--- config.mk ---
export PLATFORM = sky130hd
export DESIGN_NAME = dpi_seq
export DESIGN_NICKNAME = d
export VERILOG_FILES = /design/src/dpi_pkg.sv /design/src/dpi_mem.sv /design/src/dpi_seq.sv /design/src/dpi_timer.sv
export SDC_FILE = /design/constraint.sdc
export NUM_CORES = 1
export LEC_CHECK = 0
export BUFFER_PORTS_ARGS = -buffer_cell sky130_fd_sc_hd__buf_2
export CORE_ASPECT_RATIO = 0.5
export CORE_MARGIN = 1.5
export CORE_UTILIZATION = 62
export CTS_CLUSTER_SIZE = 12
export DETAILED_ROUTE_END_ITERATION = 8
export PLACE_DENSITY = 0.76
export SYNTH_ARGS = -nofsm -noshare
export SYNTH_HDL_FRONTEND = slang
export SYNTH_SLANG_ARGS = --single-unit
export TNS_END_PERCENT = 30
--- constraint.sdc ---
create_clock -name clk -period 3.9 [get_ports clk]
set_clock_uncertainty 0.1 [all_clocks]
set_input_delay 0 -clock clk [delete_from_list [all_inputs] [get_ports clk]]
set_output_delay 0 -clock clk [all_outputs]
set_load 0.05 [all_outputs]
--- src/dpi_pkg.sv ---
// Purpose: constants for the DDR PHY / controller start-up sequencer
// Assumes: 32-bit register port, 200 MHz clock
// Notes: offsets are byte addresses
package dpi_pkg;
  // ----------------------------------------------------------------
  // register offsets
  // ----------------------------------------------------------------
  localparam logic [11:0] OFS_RST_CTRL = 12'h000;
  localparam logic [11:0] OFS_PHY_CMD = 12'h004;
  localparam logic [11:0] OFS_PHY_STAT = 12'h008;
  localparam logic [11:0] OFS_PLL_TIM0 = 12'h00c;
  localparam logic [11:0] OFS_PLL_TIM1 = 12'h010;
  localparam logic [11:0] OFS_PHY_CFG = 12'h014;
  localparam logic [11:0] OFS_SW_CTRL = 12'h018;
  localparam logic [11:0] OFS_SW_STAT = 12'h01c;
  localparam logic [11:0] OFS_DFI_MISC = 12'h020;
  localparam logic [11:0] OFS_CTRL_STAT = 12'h024;
  localparam logic [11:0] OFS_DINIT_TIM = 12'h028;
  localparam logic [11:0] OFS_REFRESH = 12'h02c;
  localparam logic [11:0] OFS_TRAIN_BASE = 12'h100;
  localparam int TRAIN_WORDS = 16;
  localparam int TRAIN_AW = 4;

  // ----------------------------------------------------------------
  // command register fields
  // ----------------------------------------------------------------
  localparam int CMD_INIT = 0;
  localparam int CMD_PLL = 1;
  localparam int CMD_ZCAL = 4;
  localparam int CMD_DCAL = 5;
  localparam int CMD_PHYRST = 6;
  localparam int CMD_CONTROLLER_DOES_DRAM_INIT = 18;
  localparam logic [31:0] CMD_FULL_START = 32'h0000_0073;

  // ----------------------------------------------------------------
  // status / config fields
  // ----------------------------------------------------------------
  localparam int STAT_DONE = 0;
  localparam int STAT_PLL_DONE = 1;
  localparam int STAT_ZCAL_DONE = 2;
  localparam int STAT_DCAL_DONE = 3;
  localparam int STAT_PHY_RST = 4;
  localparam int CFG_IO_DDR_MODE_SEL_LSB = 0;
  localparam int CFG_ZWAIT_LSB = 4;
  localparam int CFG_DTYPE_LSB = 8;
  localparam int CFG_ALL_RANK_SCHEDULE = 12;
  localparam logic [1:0] IO_DDR_MODE_SEL_RST = 2'h0;
  localparam logic [3:0] ZWAIT_RST = 4'h0;
  localparam logic [2:0] DTYPE_RST = 3'h0;
  localparam logic [2:0] OPMODE_INIT = 3'h0;
  localparam logic [2:0] OPMODE_NORMAL = 3'h1;

  // ----------------------------------------------------------------
  // timing
  // ----------------------------------------------------------------
  localparam int CLK_PERIOD_PS = 5000;
  localparam int DCAL_TIME_NS = 1000;
  localparam int DCAL_CYCLES = (DCAL_TIME_NS * 1000 + CLK_PERIOD_PS - 1)
                               / CLK_PERIOD_PS;
  localparam int ZCAL_BASE_CYCLES = 64;
  localparam int ZCAL_STEP_SHIFT = 4;
  localparam int TIM_W = 20;

  typedef enum logic [3:0] {
    CS_RESET = 4'b0001,
    CS_CONFIG = 4'b0010,
    CS_DRAM_INIT = 4'b0100,
    CS_NORMAL = 4'b1000
  } dpi_ctrl_state_t;
endpackage

--- src/dpi_mem.sv ---
// Purpose: storage for SDRAM timing and training words
// Assumes: one write or one read per cycle
// Notes: read data is registered
`timescale 1ns/100ps
module dpi_mem #(
  parameter int DW = 32,
  parameter int AW = 4
) (
  input wire logic clk,
  input wire logic rst_n,
  input wire logic ce,
  input wire logic wr_en,
  input wire logic rd_en,
  input wire logic [AW-1:0] addr,
  input wire logic [DW-1:0] wr_data,
  output logic [DW-1:0] rd_data
);
  logic [DW-1:0] mem [2**AW];
  logic [DW-1:0] next_rd_data;

  always_comb begin
    next_rd_data = rd_data;
    if (rd_en) begin
      next_rd_data = mem[addr];
    end
  end

  always_ff @(posedge clk) begin
    if (ce && wr_en) begin
      mem[addr] <= wr_data;
    end
  end

  always_ff @(posedge clk or negedge rst_n) begin
    if (!rst_n) begin
      rd_data <= '0;
    end else if (ce) begin
      rd_data <= next_rd_data;
    end
  end
endmodule // dpi_mem

--- src/dpi_seq.sv ---
// Purpose: DDR PHY bring-up and controller start-up sequencer
// Assumes: software drives every step over the register port
// Notes: timing/training words stay writable during PHY init
//
// The register addresses and the strobed register port were decided locally.
`timescale 1ns/100ps
module dpi_seq
  import dpi_pkg::*;
#(
  parameter int DCAL_COUNT = DCAL_CYCLES
) (
  input wire logic clk,
  input wire logic rst_n,
  input wire logic ce,
  input wire logic [11:0] addr,
  input wire logic [31:0] wr_data,
  input wire logic wr_en,
  input wire logic rd_en,
  output logic [31:0] rd_data,
  output logic core_rst_n_out,
  output logic axi_rst_n_out,
  output logic phy_rst_active,
  output logic phy_init_done_flag,
  output logic dfi_init_complete,
  output logic ctrl_normal
);
  // ----------------------------------------------------------------
  // register state
  // ----------------------------------------------------------------
  logic core_rel, axi_rel, next_core_rel, next_axi_rel;
  logic [15:0] pll_powerdown_time, next_pll_powerdown_time;
  logic [15:0] pll_gearshift_time, next_pll_gearshift_time;
  logic [15:0] pll_lock_time, next_pll_lock_time;
  logic [15:0] pll_reset_time, next_pll_reset_time;
  logic [1:0] io_ddr_mode_sel, next_io_ddr_mode_sel;
  logic [3:0] impedance_cal_wait, next_impedance_cal_wait;
  logic [2:0] dram_type_select, next_dram_type_select;
  logic all_rank_schedule, next_all_rank_schedule;
  logic [19:0] dram_init_timer_first, next_dram_init_timer_first;
  logic [17:0] phy_refresh_period, next_phy_refresh_period;
  logic software_config_done, next_software_config_done;
  logic software_config_done_ack, next_software_config_done_ack;
  logic init_cmpl_en, next_init_cmpl_en;
  logic controller_does_dram_init, next_controller_does_dram_init;
  logic pll_req, zcal_req, dcal_req;
  logic next_pll_req, next_zcal_req, next_dcal_req;
  logic pll_done, zcal_done, dcal_done;
  logic next_pll_done, next_zcal_done, next_dcal_done;
  logic next_phy_rst_active, next_phy_init_done_flag;
  logic next_dfi_init_complete, next_ctrl_normal;
  logic next_core_rst_n_out, next_axi_rst_n_out;
  logic [2:0] op_mode, next_op_mode;
  dpi_ctrl_state_t cstate, next_cstate;
  logic [31:0] reg_rdata, next_reg_rdata;
  logic mem_sel, next_mem_sel;
  logic [31:0] mem_rdata;
  logic pll_load, zcal_load, dcal_load, dram_load;
  logic [TIM_W-1:0] pll_val, zcal_val, dcal_val;
  logic pll_busy, zcal_busy, dcal_busy, dram_busy;
  logic pll_fin, zcal_fin, dcal_fin, dram_fin;
  logic wr_cmd, train_hit;

  function automatic logic is_wr(input logic [11:0] ofs);
    is_wr = wr_en && (addr == ofs);
  endfunction

  assign wr_cmd = wr_en && (addr == OFS_PHY_CMD);
  assign train_hit = addr[11:8] == OFS_TRAIN_BASE[11:8] &&
                     addr[7:TRAIN_AW+2] == '0;

  // ----------------------------------------------------------------
  // phase timers
  // ----------------------------------------------------------------
  assign pll_val = TIM_W'({1'b0, pll_reset_time} + {1'b0, pll_lock_time});
  assign zcal_val = TIM_W'(ZCAL_BASE_CYCLES) +
                    TIM_W'({impedance_cal_wait, ZCAL_STEP_SHIFT'(0)});
  assign dcal_val = TIM_W'(DCAL_COUNT);
  assign pll_load = wr_cmd && wr_data[CMD_PLL];
  assign zcal_load = wr_cmd && wr_data[CMD_ZCAL];
  assign dcal_load = (wr_cmd && wr_data[CMD_DCAL] && !wr_data[CMD_PLL]) ||
                     (pll_fin && dcal_req);

  dpi_timer #(.W(TIM_W)) u_pll_tim (
    .clk(clk), .rst_n(rst_n), .ce(ce), .load(pll_load),
    .load_val(pll_val), .busy(pll_busy), .done(pll_fin)
  );
  dpi_timer #(.W(TIM_W)) u_zcal_tim (
    .clk(clk), .rst_n(rst_n), .ce(ce), .load(zcal_load),
    .load_val(zcal_val), .busy(zcal_busy), .done(zcal_fin)
  );
  dpi_timer #(.W(TIM_W)) u_dcal_tim (
    .clk(clk), .rst_n(rst_n), .ce(ce), .load(dcal_load),
    .load_val(dcal_val), .busy(dcal_busy), .done(dcal_fin)
  );
  dpi_timer #(.W(TIM_W)) u_dram_tim (
    .clk(clk), .rst_n(rst_n), .ce(ce), .load(dram_load),
    .load_val(dram_init_timer_first), .busy(dram_busy), .done(dram_fin)
  );

  // timing and training words, writable at any time
  dpi_mem #(.DW(32), .AW(TRAIN_AW)) u_train_mem (
    .clk(clk), .rst_n(rst_n), .ce(ce),
    .wr_en(wr_en && train_hit),
    .rd_en(rd_en && train_hit),
    .addr(addr[TRAIN_AW+1:2]), .wr_data(wr_data), .rd_data(mem_rdata)
  );

  // ----------------------------------------------------------------
  // register writes and PHY init tracking
  // ----------------------------------------------------------------
  always_comb begin
    next_core_rel = core_rel;
    next_axi_rel = axi_rel;
    next_pll_powerdown_time = pll_powerdown_time;
    next_pll_gearshift_time = pll_gearshift_time;
    next_pll_lock_time = pll_lock_time;
    next_pll_reset_time = pll_reset_time;
    next_io_ddr_mode_sel = io_ddr_mode_sel;
    next_impedance_cal_wait = impedance_cal_wait;
    next_dram_type_select = dram_type_select;
    next_all_rank_schedule = all_rank_schedule;
    next_dram_init_timer_first = dram_init_timer_first;
    next_phy_refresh_period = phy_refresh_period;
    next_software_config_done = software_config_done;
    next_software_config_done_ack = software_config_done_ack;
    next_init_cmpl_en = init_cmpl_en;
    next_controller_does_dram_init = controller_does_dram_init;
    next_pll_req = pll_req;
    next_zcal_req = zcal_req;
    next_dcal_req = dcal_req;
    next_pll_done = pll_done || pll_fin;
    next_zcal_done = zcal_done || zcal_fin;
    next_dcal_done = dcal_done || dcal_fin;
    next_phy_rst_active = phy_rst_active;
    if (is_wr(OFS_RST_CTRL)) begin
      next_core_rel = wr_data[0];
      next_axi_rel = wr_data[1];
    end
    if (is_wr(OFS_PLL_TIM0)) begin
      next_pll_powerdown_time = wr_data[15:0];
      next_pll_gearshift_time = wr_data[31:16];
    end
    if (is_wr(OFS_PLL_TIM1)) begin
      next_pll_lock_time = wr_data[15:0];
      next_pll_reset_time = wr_data[31:16];
    end
    if (is_wr(OFS_PHY_CFG)) begin
      next_io_ddr_mode_sel = wr_data[CFG_IO_DDR_MODE_SEL_LSB +: 2];
      next_impedance_cal_wait = wr_data[CFG_ZWAIT_LSB +: 4];
      next_dram_type_select = wr_data[CFG_DTYPE_LSB +: 3];
      next_all_rank_schedule = wr_data[CFG_ALL_RANK_SCHEDULE];
    end
    if (is_wr(OFS_DINIT_TIM)) begin
      next_dram_init_timer_first = wr_data[19:0];
    end
    if (is_wr(OFS_REFRESH)) begin
      next_phy_refresh_period = wr_data[17:0];
    end
    if (is_wr(OFS_SW_CTRL)) begin
      next_software_config_done = wr_data[0];
      next_software_config_done_ack = wr_data[0];
    end
    // quasi-static: only taken while the config window is open
    if (is_wr(OFS_DFI_MISC) && !software_config_done) begin
      next_init_cmpl_en = wr_data[0];
    end
    if (wr_cmd && wr_data[CMD_INIT]) begin
      // new phases restart the done tracking; bits without a
      // phase finish at once
      next_pll_req = wr_data[CMD_PLL];
      next_zcal_req = wr_data[CMD_ZCAL];
      next_dcal_req = wr_data[CMD_DCAL];
      next_pll_done = !wr_data[CMD_PLL];
      next_zcal_done = !wr_data[CMD_ZCAL];
      next_dcal_done = !wr_data[CMD_DCAL];
      next_phy_rst_active = wr_data[CMD_PHYRST];
      next_controller_does_dram_init = wr_data[CMD_CONTROLLER_DOES_DRAM_INIT];
    end else if (dcal_fin || (!dcal_req && pll_fin)) begin
      next_phy_rst_active = 1'b0;
    end
  end

  // done only when every requested phase has finished
  assign next_phy_init_done_flag = pll_done && zcal_done && dcal_done &&
    !pll_busy && !zcal_busy && !dcal_busy && !(wr_cmd && wr_data[CMD_INIT]);
  assign next_dfi_init_complete = next_phy_init_done_flag &&
                                  controller_does_dram_init;

  // ----------------------------------------------------------------
  // controller start-up state machine
  // ----------------------------------------------------------------
  always_comb begin
    next_cstate = cstate;
    next_op_mode = op_mode;
    dram_load = 1'b0;
    unique case (cstate)
      CS_RESET: begin
        if (core_rel) begin
          next_cstate = CS_CONFIG;
        end
      end
      CS_CONFIG: begin
        // start once software closes the window and, if asked,
        // once the PHY reports init complete
        if (software_config_done && software_config_done_ack &&
            (!init_cmpl_en || dfi_init_complete)) begin
          dram_load = 1'b1;
          next_cstate = CS_DRAM_INIT;
        end
      end
      CS_DRAM_INIT: begin
        if (dram_fin) begin
          next_op_mode = OPMODE_NORMAL;
          next_cstate = CS_NORMAL;
        end
      end
      CS_NORMAL: begin
        next_op_mode = OPMODE_NORMAL;
      end
      default: begin
        next_cstate = CS_RESET;
      end
    endcase
    if (!core_rel) begin
      next_cstate = CS_RESET;
      next_op_mode = OPMODE_INIT;
    end
  end

  assign next_ctrl_normal = next_op_mode == OPMODE_NORMAL;
  assign next_core_rst_n_out = next_core_rel;
  assign next_axi_rst_n_out = next_axi_rel;

  // ----------------------------------------------------------------
  // read back
  // ----------------------------------------------------------------
  always_comb begin
    next_reg_rdata = reg_rdata;
    next_mem_sel = mem_sel;
    if (rd_en) begin
      next_mem_sel = train_hit;
      next_reg_rdata = '0;
      unique case (addr)
        OFS_RST_CTRL: next_reg_rdata = {30'h0, axi_rel, core_rel};
        OFS_PHY_CMD: next_reg_rdata = 32'(controller_does_dram_init)
                                      << CMD_CONTROLLER_DOES_DRAM_INIT;
        OFS_PHY_STAT: next_reg_rdata = {27'h0, phy_rst_active, dcal_done,
                                        zcal_done, pll_done,
                                        phy_init_done_flag};
        OFS_PLL_TIM0: next_reg_rdata = {pll_gearshift_time,
                                        pll_powerdown_time};
        OFS_PLL_TIM1: next_reg_rdata = {pll_reset_time, pll_lock_time};
        OFS_PHY_CFG: next_reg_rdata = {19'h0, all_rank_schedule, 1'b0,
                                       dram_type_select, impedance_cal_wait,
                                       2'h0, io_ddr_mode_sel};
        OFS_SW_CTRL: next_reg_rdata = {31'h0, software_config_done};
        OFS_SW_STAT: next_reg_rdata = {31'h0, software_config_done_ack};
        OFS_DFI_MISC: next_reg_rdata = {31'h0, init_cmpl_en};
        OFS_CTRL_STAT: next_reg_rdata = {29'h0, op_mode};
        OFS_DINIT_TIM: next_reg_rdata = {12'h0, dram_init_timer_first};
        OFS_REFRESH: next_reg_rdata = {14'h0, phy_refresh_period};
        default: next_reg_rdata = '0;
      endcase
    end
  end

  assign rd_data = mem_sel ? mem_rdata : reg_rdata;

  // ----------------------------------------------------------------
  // registers
  // ----------------------------------------------------------------
  always_ff @(posedge clk or negedge rst_n) begin
    if (!rst_n) begin
      core_rel <= 1'b0;
      axi_rel <= 1'b0;
      pll_powerdown_time <= '0;
      pll_gearshift_time <= '0;
      pll_lock_time <= '0;
      pll_reset_time <= '0;
      io_ddr_mode_sel <= IO_DDR_MODE_SEL_RST;
      impedance_cal_wait <= ZWAIT_RST;
      dram_type_select <= DTYPE_RST;
      all_rank_schedule <= 1'b0;
      dram_init_timer_first <= '0;
      phy_refresh_period <= '0;
      software_config_done <= 1'b1;
      software_config_done_ack <= 1'b1;
      init_cmpl_en <= 1'b0;
      controller_does_dram_init <= 1'b0;
      pll_req <= 1'b0;
      zcal_req <= 1'b0;
      dcal_req <= 1'b0;
      pll_done <= 1'b0;
      zcal_done <= 1'b0;
      dcal_done <= 1'b0;
      phy_rst_active <= 1'b0;
      phy_init_done_flag <= 1'b0;
      dfi_init_complete <= 1'b0;
      ctrl_normal <= 1'b0;
      core_rst_n_out <= 1'b0;
      axi_rst_n_out <= 1'b0;
      op_mode <= OPMODE_INIT;
      cstate <= CS_RESET;
      reg_rdata <= '0;
      mem_sel <= 1'b0;
    end else if (ce) begin
      core_rel <= next_core_rel;
      axi_rel <= next_axi_rel;
      pll_powerdown_time <= next_pll_powerdown_time;
      pll_gearshift_time <= next_pll_gearshift_time;
      pll_lock_time <= next_pll_lock_time;
      pll_reset_time <= next_pll_reset_time;
      io_ddr_mode_sel <= next_io_ddr_mode_sel;
      impedance_cal_wait <= next_impedance_cal_wait;
      dram_type_select <= next_dram_type_select;
      all_rank_schedule <= next_all_rank_schedule;
      dram_init_timer_first <= next_dram_init_timer_first;
      phy_refresh_period <= next_phy_refresh_period;
      software_config_done <= next_software_config_done;
      software_config_done_ack <= next_software_config_done_ack;
      init_cmpl_en <= next_init_cmpl_en;
      controller_does_dram_init <= next_controller_does_dram_init;
      pll_req <= next_pll_req;
      zcal_req <= next_zcal_req;
      dcal_req <= next_dcal_req;
      pll_done <= next_pll_done;
      zcal_done <= next_zcal_done;
      dcal_done <= next_dcal_done;
      phy_rst_active <= next_phy_rst_active;
      phy_init_done_flag <= next_phy_init_done_flag;
      dfi_init_complete <= next_dfi_init_complete;
      ctrl_normal <= next_ctrl_normal;
      core_rst_n_out <= next_core_rst_n_out;
      axi_rst_n_out <= next_axi_rst_n_out;
      op_mode <= next_op_mode;
      cstate <= next_cstate;
      reg_rdata <= next_reg_rdata;
      mem_sel <= next_mem_sel;
    end
  end
endmodule // dpi_seq

--- src/dpi_timer.sv ---
// Purpose: down-counting phase timer with a one-cycle done pulse
// Assumes: load has priority over counting
// Notes: a load of zero finishes one enabled edge after the load is taken
`timescale 1ns/100ps
module dpi_timer #(
  parameter int W = 20
) (
  input wire logic clk,
  input wire logic rst_n,
  input wire logic ce,
  input wire logic load,
  input wire logic [W-1:0] load_val,
  output logic busy,
  output logic done
);
  logic [W-1:0] cnt;
  logic [W-1:0] next_cnt;
  logic next_busy;
  logic next_done;

  always_comb begin
    next_cnt = cnt;
    next_busy = busy;
    next_done = 1'b0;
    if (load) begin
      next_cnt = load_val;
      next_busy = 1'b1;
    end else if (busy) begin
      if (cnt == '0) begin
        next_busy = 1'b0;
        next_done = 1'b1;
      end else begin
        next_cnt = cnt - W'(1);
      end
    end
  end

  always_ff @(posedge clk or negedge rst_n) begin
    if (!rst_n) begin
      cnt <= '0;
      busy <= 1'b0;
      done <= 1'b0;
    end else if (ce) begin
      cnt <= next_cnt;
      busy <= next_busy;
      done <= next_done;
    end
  end
endmodule // dpi_timer

; Word level (Yosys, flattened, before mapping)
; Memory sizes are Yosys's and may differ from the RTL's. A register that Yosys moved wholly into a read port is not among the register bits.
; Cells that the tools add are included.
[totals]
ff_bits = 253
latchBits = 0
mem_bits_rw = 512
romBits = 0
inputBits = 49
out_inout_bits = 38
elab_cells = 199
n_memories = 1
[classes]
addsub = 6
mul = 0
n_div = 0
magnitude_cmp = 0
eq_ne = 24
shifts = 0
mux = 54
n_bitwise = 0
n_reduce_logical = 75
[mem_list]
columns = memory, words, word_bits, read_ports, rd_ports_with_merged_regs, write_ports, line
row1 = u_train_mem.mem, 16, 32, 1, 1, 1, dpi_mem.sv:18  ; logic [DW-1:0] mem [2**AW];
[op_table]
columns = op, n
row1 = 32-bit case mux with 11 select lines, 1
row2 = 20-bit 2-to-1 mux, 12
row3 = 20-bit zero test, 4
row4 = 20-bit by 1-bit subtractor with 20-bit output (second input constant), 4
row5 = 12-bit by 5-bit equality test with 1-bit output (second input constant), 4
row6 = 12-bit by 6-bit equality test with 1-bit output (second input constant), 4
row7 = 1-bit 2-to-1 mux, 33
row8 = 32-bit 2-to-1 mux, 1
row9 = 1-bit logical AND, 29
row10 = 12-bit by 4-bit equality test with 1-bit output (second input constant), 2
row11 = 2-bit AND reduction, 12
row12 = 16-bit by 16-bit adder with 17-bit output, 1
row13 = 4-bit case mux with 4 select lines, 1
row14 = 12-bit by 3-bit equality test with 1-bit output (second input constant), 1
row15 = 12-bit zero test, 1
row16 = 4-bit 2-to-1 mux, 3
row17 = 3-bit AND reduction, 4
row18 = 1-bit zero test, 11
row19 = 2-bit nonzero test, 5
row20 = 7-bit by 8-bit adder with 9-bit output (first input constant), 1
row21 = 4-bit by 1-bit equality test with 1-bit output (second input constant), 2
row22 = 2-bit inequality test (second input constant), 4
row23 = 1-bit logical OR, 6
row24 = 3-bit 2-to-1 mux, 2
row25 = other kinds (11), 11

; Logic depth before layout (Yosys ltp)
; Gate-level depths: netlist (run 1).
[depth]
depth_word = 7
mapped_depth = 10
ltp_nobuf = 8

; By module
; Synthesis (run 1) repeated with hierarchy kept, for this count alone.
[unflattened]
hier_cells = 2442
hier_area_um2 = 34822.1
[modules_own_cells]
columns = mod, n_inst, cells_per_inst, area_each_um2, seq_area_each_um2
row1 = dpi_mem, 1, 1034, 20762.4, 16175.5
row2 = dpi_seq, 1, 708, 8489.4, 4131.5
row3 = dpi_timer, 4, 175, 1392.6, 550.5

; Worst setup path after synthesis (run 1)
; No wires, ideal clock.
[synth_path]
path_kind = input port to flip-flop
start = input addr[3]
end = memory u_train_mem.mem[3][0] (enable)
setup_ps = 461
arrival_time_ps = 3245
required_time_ps = 3339
setup_slack_ps = 94
cell_stages = 5
path_buffers = 3
path_cell_list = clkbuf_1 -> clkbuf_1 -> clkbuf_1 -> nand3_1 -> nor3_1
[synth_rtl]
columns = element, line
row1 = start: declaration, dpi_seq.sv:15  ; input wire logic [11:0] addr,
row2 = end: declaration, dpi_mem.sv:18
; Straight into the memory's write port.

; Final worst setup path (run 1)
[layout_path]
start = input addr[9]
end = memory u_train_mem.mem[10][22] (enable)
[layout_via]
elab_chain_len = 6
[layout_rtl]
columns = element, line
row1 = 4-bit by 1-bit equality test with 1-bit output, dpi_seq.sv:68  ; assign train_hit = addr[11:8] == OFS_TRAIN_BASE[11:8] &&
row2 = 1-bit logical AND, dpi_seq.sv:68
row3 = 1-bit logical AND, dpi_seq.sv:103  ; .wr_en(wr_en && train_hit),
row4 = 1-bit logical AND, dpi_mem.sv:29  ; if (ce && wr_en) begin
row5 = 1-bit 2-to-1 mux, dpi_mem.sv:29
row6 = 1-bit 2-to-1 mux (not written as such), dpi_mem.sv:30  ; mem[addr] <= wr_data;
; No other way between the ends.

==> run_results.csv, run 1 <==
group,metric,value,unit
grt,grt_pass1_vias,19813,
critical_path,r2r-end,"u_pll_tim.cnt[0]",
final_layout,layout-drive-gt1-share,26.57,%
critical_path,cp.arrival,3.25,ns
final_layout,nFillCells,3393,
final_layout,regArea,22510,um^2
critical_path,path_buf_inv,3,
grt,busiest_layer,"met1",
routing,ant_nets,0,
floorplan,design.die.area,55690,um^2
floorplan,row_count,60,
synthesis,synth_area,33600,um^2
critical_path,path_delay_family,"simple AND/OR/NAND/NOR gates",
clock_tree,cts-root-buf,"clkbuf_16",
grt,grt_max_degree,96,
synthesis,synth_edf_count,512,
clock_tree,cts_sinks,797,
sta,tightest_slew,0.9899,ns
critical_path,timing.rr.start,"u_pll_tim.cnt[12]",
min_path,hold_path.startpoint,"addr[7]",
sta,finalSetupTns,0,ns
critical_path,worst-path-stages,8,
sta,timing.fmax,327.0,MHz
grt,grt_use_met2,46.99,%
synthesis,synthDistinctLibCells,78,
synthesis,synth-main-ff-cell,"edfxtp_1",
clock_tree,clockBufferDepth,3,
grt,met3_usage,6.972,%
sta,setup_violations,0,
synthesis,syn_inst,2061,
placed_design,place_congestion,0.8958,
clock_tree,cts-resized-gates,0,
synthesis,synth_top_cell_by_area,"edfxtp_1",
grt,globalRouteOverflowTotal,0,
routing,vias_per_cell,6.793,
placed_design,dp_hpwl,52.42,mm
sta,slew_headroom,33.79,%
power_and_ir_drop,leakage,14.23,nW
floorplan,ios,87,
sta,fin_crit_sh,78.42,%
final_layout,area_delta_synth_final,12.67,%
synthesis,syn-num-nets,2136,
clock_tree,post-cts-setup-buffer-count,0,
outcome,status,"finished clean",
min_path,worstHoldPathType,"in2reg",
floorplan,fp.dieW,332.2,um
placed_design,portBuffers,86,
floorplan,dieHeight,167.6,um
synthesis,synth_common_cells,"edfxtp_1 (512), dfrtp_1 (283), mux2_2 (178), mux4_2 (160), nor2_1 (105)",
clock_tree,cts_tree,"built",
sta,rsz0062_at_grt,"false",
critical_path,criticalPathCategory,"in2reg",
critical_path,max_stage_delay,0.58,ns
critical_path,rrSetupSlack,0.99,ns
routing,drt_wl_total,86.08,mm
synthesis,avgSynthCellArea,16.30,um^2
final_layout,fin_nets,2296,
grt,grt_usage,31.57,%
synthesis,synth_top_area_share,45.76,%
power_and_ir_drop,pwr_density_cell,466.2,nW/um^2
sta,hold_viol_final,0,
sta,maxSlewViolCount,0,
synthesis,ys_warn_count,0,
floorplan,core_area,53600,um^2
clock_tree,clk_latency,0.63,ns
min_path,hold_end,"reg_rdata[0]",
critical_path,worst-path-max-fanout,18,
critical_path,critPathLaunchType,"primary input",
flow_run,cap_violations,0,
critical_path,worst-r2r-cell-count,7,
final_layout,design_area,37860,um^2
synthesis,ys_ff_latch,797,
clock_tree,cts_buffers,76,
synthesis,synthTopCellsByArea,"edfxtp_1 (46%), dfrtp_1 (21%), mux4_2 (11%)",
routing,drc,0,
sta,layout_min_cycle_time,3.058,ns
power_and_ir_drop,worst_ir_drop_vdd,0.0003713,V
floorplan,initial_utilization,62.69,%
routing,wl_per_cell,28.77,um
synthesis,ys_seq_area_share,66.99,%
critical_path,critPathRequiredTime,4.09,ns
clock_tree,clk_pin_slew,0.06,ns
grt,met1_usage,48.37,%
critical_path,cp-end-kind,"flip-flop",
routing,num_vias,20326,
final_layout,multi_input_area,10680,um^2
clock_tree,htreeDepth,3,
synthesis,synth_most_common_cell,"edfxtp_1",
synthesis,synthArstFlopShare,35.76,%
placed_design,postPlaceCellArea,35160,um^2
min_path,worstHoldPathCells,6,
critical_path,worstPathCellList,"dlygate4sd3_1 > buf_2 > nor3_1 > nand3_1 > nor2_1 > nand2_1 > nor2_4 > buf_4",
routing,first_pass_iters,7,
routing,drt_iter0_drc,2996,
critical_path,slowest_stage,"nor2_4",
grt,grt_antenna_before_repair,6,
clock_tree,cts_hold_buf,47,
grt,grt_pass1_wl,128.8,mm
[report_power, final]
part	switching [W]	leakage (nW)	internal, W
logic	0.000826	4.73	0.000521
registers	0.000217	8.45	0.00921
clock network	0.00317	1.06	0.00371
total	0.00422	14.2	0.0134
[final cells by class]
class	instances	area share, %
Tap cell	713	2.356
Clock inverter	7	0.3140
Sequential cell	797	59.46
Inverter	28	0.2776
Timing Repair Buffer	189	3.830
Multi-Input combinational cell	1129	28.20
Clock buffer	127	5.556
Antenna cell	2	0.01322
[cell families after synthesis]
logic type | after synthesis | synth area share [%]
DFF | 797 | 66.99
and+or+nand+nor | 403 | 6.166
muxes | 346 | 16.93
AOI/OAI and AO/OA | 310 | 6.096
buffers and inverters | 135 | 1.683
xor gates and xnor gates | 44 | 1.147
adders and majority gates | 26 | 0.9905
[worst min-delay path: stages]
cell	delay [ns]
buf_2	0.13
nor2_1	0.07
and3_1	0.16
o21ai_0	0.17
a21oi_1	0.08
a21o_1	0.15
[routing by layer]
| layer | part of all wire, % | routed length (um) |
|---|---|---|
| met1 | 41 | 35360 |
| met2 | 45 | 38560 |
| met3 | 12 | 10200 |
| met4 | 2.3 | 1949 |
| met5 | 0.015 | 13 |
[cell usage in the layout (no fill, tap or decap), drive strengths merged, types with 6 or more instances in the layout]
cell / netlist / routed
or3: 15 / 15
buf: 52 / 142
and3: 12 / 12
o21ai: 84 / 84
mux2: 179 / 179
dfrtp: 283 / 283
nor2b: 6 / 6
a22oi: 28 / 28
ha: 25 / 25
o22ai: 6 / 6
o211ai: 10 / 10
a21oi: 66 / 66
a222oi: 11 / 11
edfxtp: 512 / 512
nor4: 37 / 37
dlygate4sd3: 0 / 47
or2: 7 / 7
mux4: 160 / 160
nand2b: 10 / 10
inv: 28 / 31
o2bb2ai: 6 / 6
nor2: 106 / 106
clkbuf: 55 / 127
nand2: 85 / 85
a22o: 11 / 11
a31oi: 7 / 7
xor2: 11 / 11
nand3: 28 / 28
a211oi: 8 / 8
a21o: 24 / 24
nand4: 11 / 11
mux2i: 7 / 7
or4: 7 / 7
nor3: 55 / 55
a221oi: 10 / 10
xnor2: 33 / 33
[worst max path at each step]
stage	from	to	slack [ns]
4_1_cts	addr[9]	u_train_mem.mem[9][0]	0.98
5_1_grt	addr[9]	u_train_mem.mem[10][22]	0.80
6_report	addr[9]	u_train_mem.mem[10][22]	0.84
2_1_floorplan	addr[3]	u_train_mem.mem[3][0]	0.09
3_3_place_gp	addr[9]	u_train_mem.mem[9][0]	0.95
3_5_place_dp	addr[9]	u_train_mem.mem[10][10]	0.90
[stage by stage]
stage	hold slack, ns	utilization (%)	power [W]	worst slack (ns)	std cells
global placement	0.04424	65.60	0.01083	0.9537	2809
CTS	0.04663	70.62	0.01770	0.9798	2990
floorplan	-0.3956	-	0.01037	0.09449	2061
detailed placement	0.03994	65.60	0.01087	0.8952	2809
global route	0.1152	70.62	0.01818	0.7965	2990
finish	0.08728	70.63	0.01765	0.8415	2992
[registers in the layout, indices dropped and copies added, names as in the netlist, 2 cells and up]
register / flops
cstate: 4
dram_init_timer_first: 20
dram_type_select: 3
impedance_cal_wait: 4
io_ddr_mode_sel: 2
op_mode: 3
phy_refresh_period: 18
pll_gearshift_time: 16
pll_lock_time: 16
pll_powerdown_time: 16
pll_reset_time: 16
reg_rdata: 32
u_dcal_tim.cnt: 20
u_dram_tim.cnt: 20
u_pll_tim.cnt: 20
u_train_mem.mem: 512
u_train_mem.rd_data: 32
u_zcal_tim.cnt: 20
Power figures use the tool's default switching activity.
==> run 2: changes to the inputs <==
Clock period 3.9 ns to 3.03 ns, I/O delays scaled along.
==> run 2 against run 1 <==
Non-clock buffer count grew 17. Clock power increased by 31%. Count of clock-buffer cells in the layout rose by 3. Die area did not move. Largest power group unchanged.
==> run_results.csv, run 2 (synthesis gave the netlist of run 1 again) <==
group,metric,value,unit
outcome,status,"finished clean",
power_and_ir_drop,seq_power_share,53.1,%
grt,grt_usage,32.80,%
routing,drc,0,
final_layout,fin_nets,2313,
sta,hold_slack,0.06882,ns
routing,num_vias,20575,
power_and_ir_drop,power.share.clock,39.3,%
floorplan,initial_utilization,62.69,%
placed_design,place_congestion,0.9051,
power_and_ir_drop,worst_ir_drop_vdd,0.0004516,V
floorplan,fp.dieW,332.2,um
grt,grt_pass1_vias,20578,
critical_path,worst-r2r-cell-count,7,
power_and_ir_drop,pwr_density_cell,598.4,nW/um^2
power_and_ir_drop,combPwrFrac,7.7,%
routing,first_pass_iters,5,
sta,rsz0062_at_grt,"false",
routing,drt_iter0_drc,2712,
placed_design,dp_hpwl,50.92,mm
final_layout,layout-drive-gt1-share,27.18,%
clock_tree,cts-root-buf,"clkbuf_16",
clock_tree,cts_tree,"built",
final_layout,instances_no_fill,3010,
grt,globalRouteOverflowTotal,0,
critical_path,timing.rr.start,"pll_reset_time[4]",
critical_path,cp-end-kind,"flip-flop",
floorplan,dieHeight,167.6,um
power_and_ir_drop,p_int,0.01740,W
sta,timing.fmax,352.2,MHz
power_and_ir_drop,leakage,14.39,nW
final_layout,reg_top3,"u_train_mem.mem (512), reg_rdata (32), u_train_mem.rd_data (32)",
sta,layout_min_cycle_time,2.839,ns
floorplan,design.die.area,55690,um^2
routing,ant_nets,0,
clock_tree,clk_latency,0.64,ns
sta,slew_headroom,36.24,%
min_path,hold_end,"reg_rdata[4]",
clock_tree,cts_sinks,797,
sta,fin_crit_sh,93.69,%
routing,wl_per_cell,29.61,um
min_path,worstHoldPathCells,5,
grt,grt_max_degree,83,
critical_path,critPathLaunchType,"primary input",
clock_tree,clk_pin_slew,0.07,ns
critical_path,criticalPathCategory,"in2reg",
power_and_ir_drop,p_sw,0.005474,W
floorplan,core_area,53600,um^2
floorplan,ios,87,
critical_path,worst-path-max-fanout,32,
routing,drt_wl_total,89.14,mm
critical_path,critPathRequiredTime,3.22,ns
sta,maxSlewViolCount,0,
sta,hold_viol_final,0,
min_path,worstHoldPathType,"in2reg",
placed_design,portBuffers,86,
floorplan,row_count,60,
critical_path,r2r-end,"u_pll_tim.cnt[13]",
sta,setup_violations,0,
flow_run,cap_violations,0,
sta,tightest_slew,0.9565,ns
clock_tree,post-cts-setup-buffer-count,0,
critical_path,cp.arrival,3.03,ns
final_layout,final_common_cell,"edfxtp_1",
clock_tree,clockBufferDepth,3,
final_layout,largest_reg_flops,512,
power_and_ir_drop,switching_share,23.93,%
final_layout,largest_register,"u_train_mem.mem",
routing,vias_per_cell,6.836,
grt,grt_pass1_wl,133.7,mm
critical_path,rrSetupSlack,0.41,ns
final_layout,final_cell_mix,"edfxtp_1 (512), dfrtp_1 (283), mux2_2 (178), mux4_2 (160), nor2_1 (91)",
clock_tree,cts_buffers,76,
placed_design,dp_cells,2827,
clock_tree,htreeDepth,3,
final_layout,area_delta_synth_final,13.78,%
final_layout,nFillCells,3314,
min_path,hold_path.startpoint,"rd_en",
grt,grt_antenna_before_repair,3,
run 2: cell types whose count changed in the layout (fill, tap and decap cells not counted):
cell	change
diode_2	-1
clkbuf_1	+2
nor3_2	-2
clkbuf_16	+2
buf_16	+1
clkbuf_8	-1
dlygate4sd3_1	-2
inv_6	-1
buf_4	+3
nor3_4	+2
buf_12	+15
run 2: worst max-delay path by stage:
stage | start | to | depth (start not counted)
CTS | addr[11] | u_train_mem.mem[0][30] | 10
global route | addr[11] | u_train_mem.mem[0][30] | 10
floorplan | ce | u_train_mem.mem[1][0] | 5
global placement | u_pll_tim.cnt[12] | u_pll_tim.cnt[8] | 5
finish | addr[11] | u_train_mem.mem[0][26] | 10
detailed placement | u_pll_tim.cnt[12] | u_pll_tim.cnt[8] | 5
run 2: metrics by stage:
stage | util (%) | worst slack (ns) | total power (W) | setup TNS [ns] | instance area (um^2)
floorplan | - | -0.6455 | 0.01335 | -41.31 | 33610
global placement | 66.22 | 0.5092 | 0.01394 | 0 | 35500
detailed placement | 66.22 | 0.4318 | 0.01401 | 0 | 35500
CTS | 71.33 | 0.2812 | 0.02292 | 0 | 38230
global route | 71.33 | 0.1327 | 0.02354 | 0 | 38230
finish | 71.33 | 0.1911 | 0.02288 | 0 | 38230
run 2: power groups by stage:
stage / Sequential, W / Clock [W] / Combinational [W]
floorplan: 0.0123 / 0 / 0.00109
global placement: 0.0123 / 0 / 0.00161
detailed placement: 0.0123 / 0 / 0.00167
CTS: 0.0121 / 0.00904 / 0.00175
global route: 0.0122 / 0.00945 / 0.00192
finish: 0.0121 / 0.00898 / 0.00175
run 2: critical path, stage by stage:
cell and delay, ns:
dlygate4sd3_1 0.54, buf_2 0.13, nor3_1 0.15, dlygate4sd3_1 0.58, buf_4 0.14, nand3_1 0.16
nor2_1 0.28, nand2_1 0.39, nor3_4 0.31, buf_12 0.32
run 2: final cells by class:
cell class	count	area (um^2)	area share, %
clock buffers	130	2147	5.616
clock inverters	6	110.1	0.2880
diodes	1	2.502	0.006545
multi-input cells	1129	10690	27.95
repair buffers	206	1780	4.657
inverters	28	105.1	0.2749
flip-flops and latches	797	22510	58.87
well taps	713	892.1	2.333
run 2: timing repair:
| item | CTS | global route |
|---|---|---|
| endpoints found under the setup margin | 0 | 0 |
| hold endpoints to repair | 946 | 0 |
| hold buffers | 46 | 0 |
| gates resized for setup | 0 | 0 |
run 2: per-layer routing:
metal | wire length, um | GRT usage, % | vias up
li1 | - | - | 8502
met5 | 0 | 0 | -
met1 | 35670 | 47.17 | 10698
met2 | 41900 | 51.05 | 1219
met3 | 8997 | 7.319 | 156
met4 | 2579 | 9.992 | 0
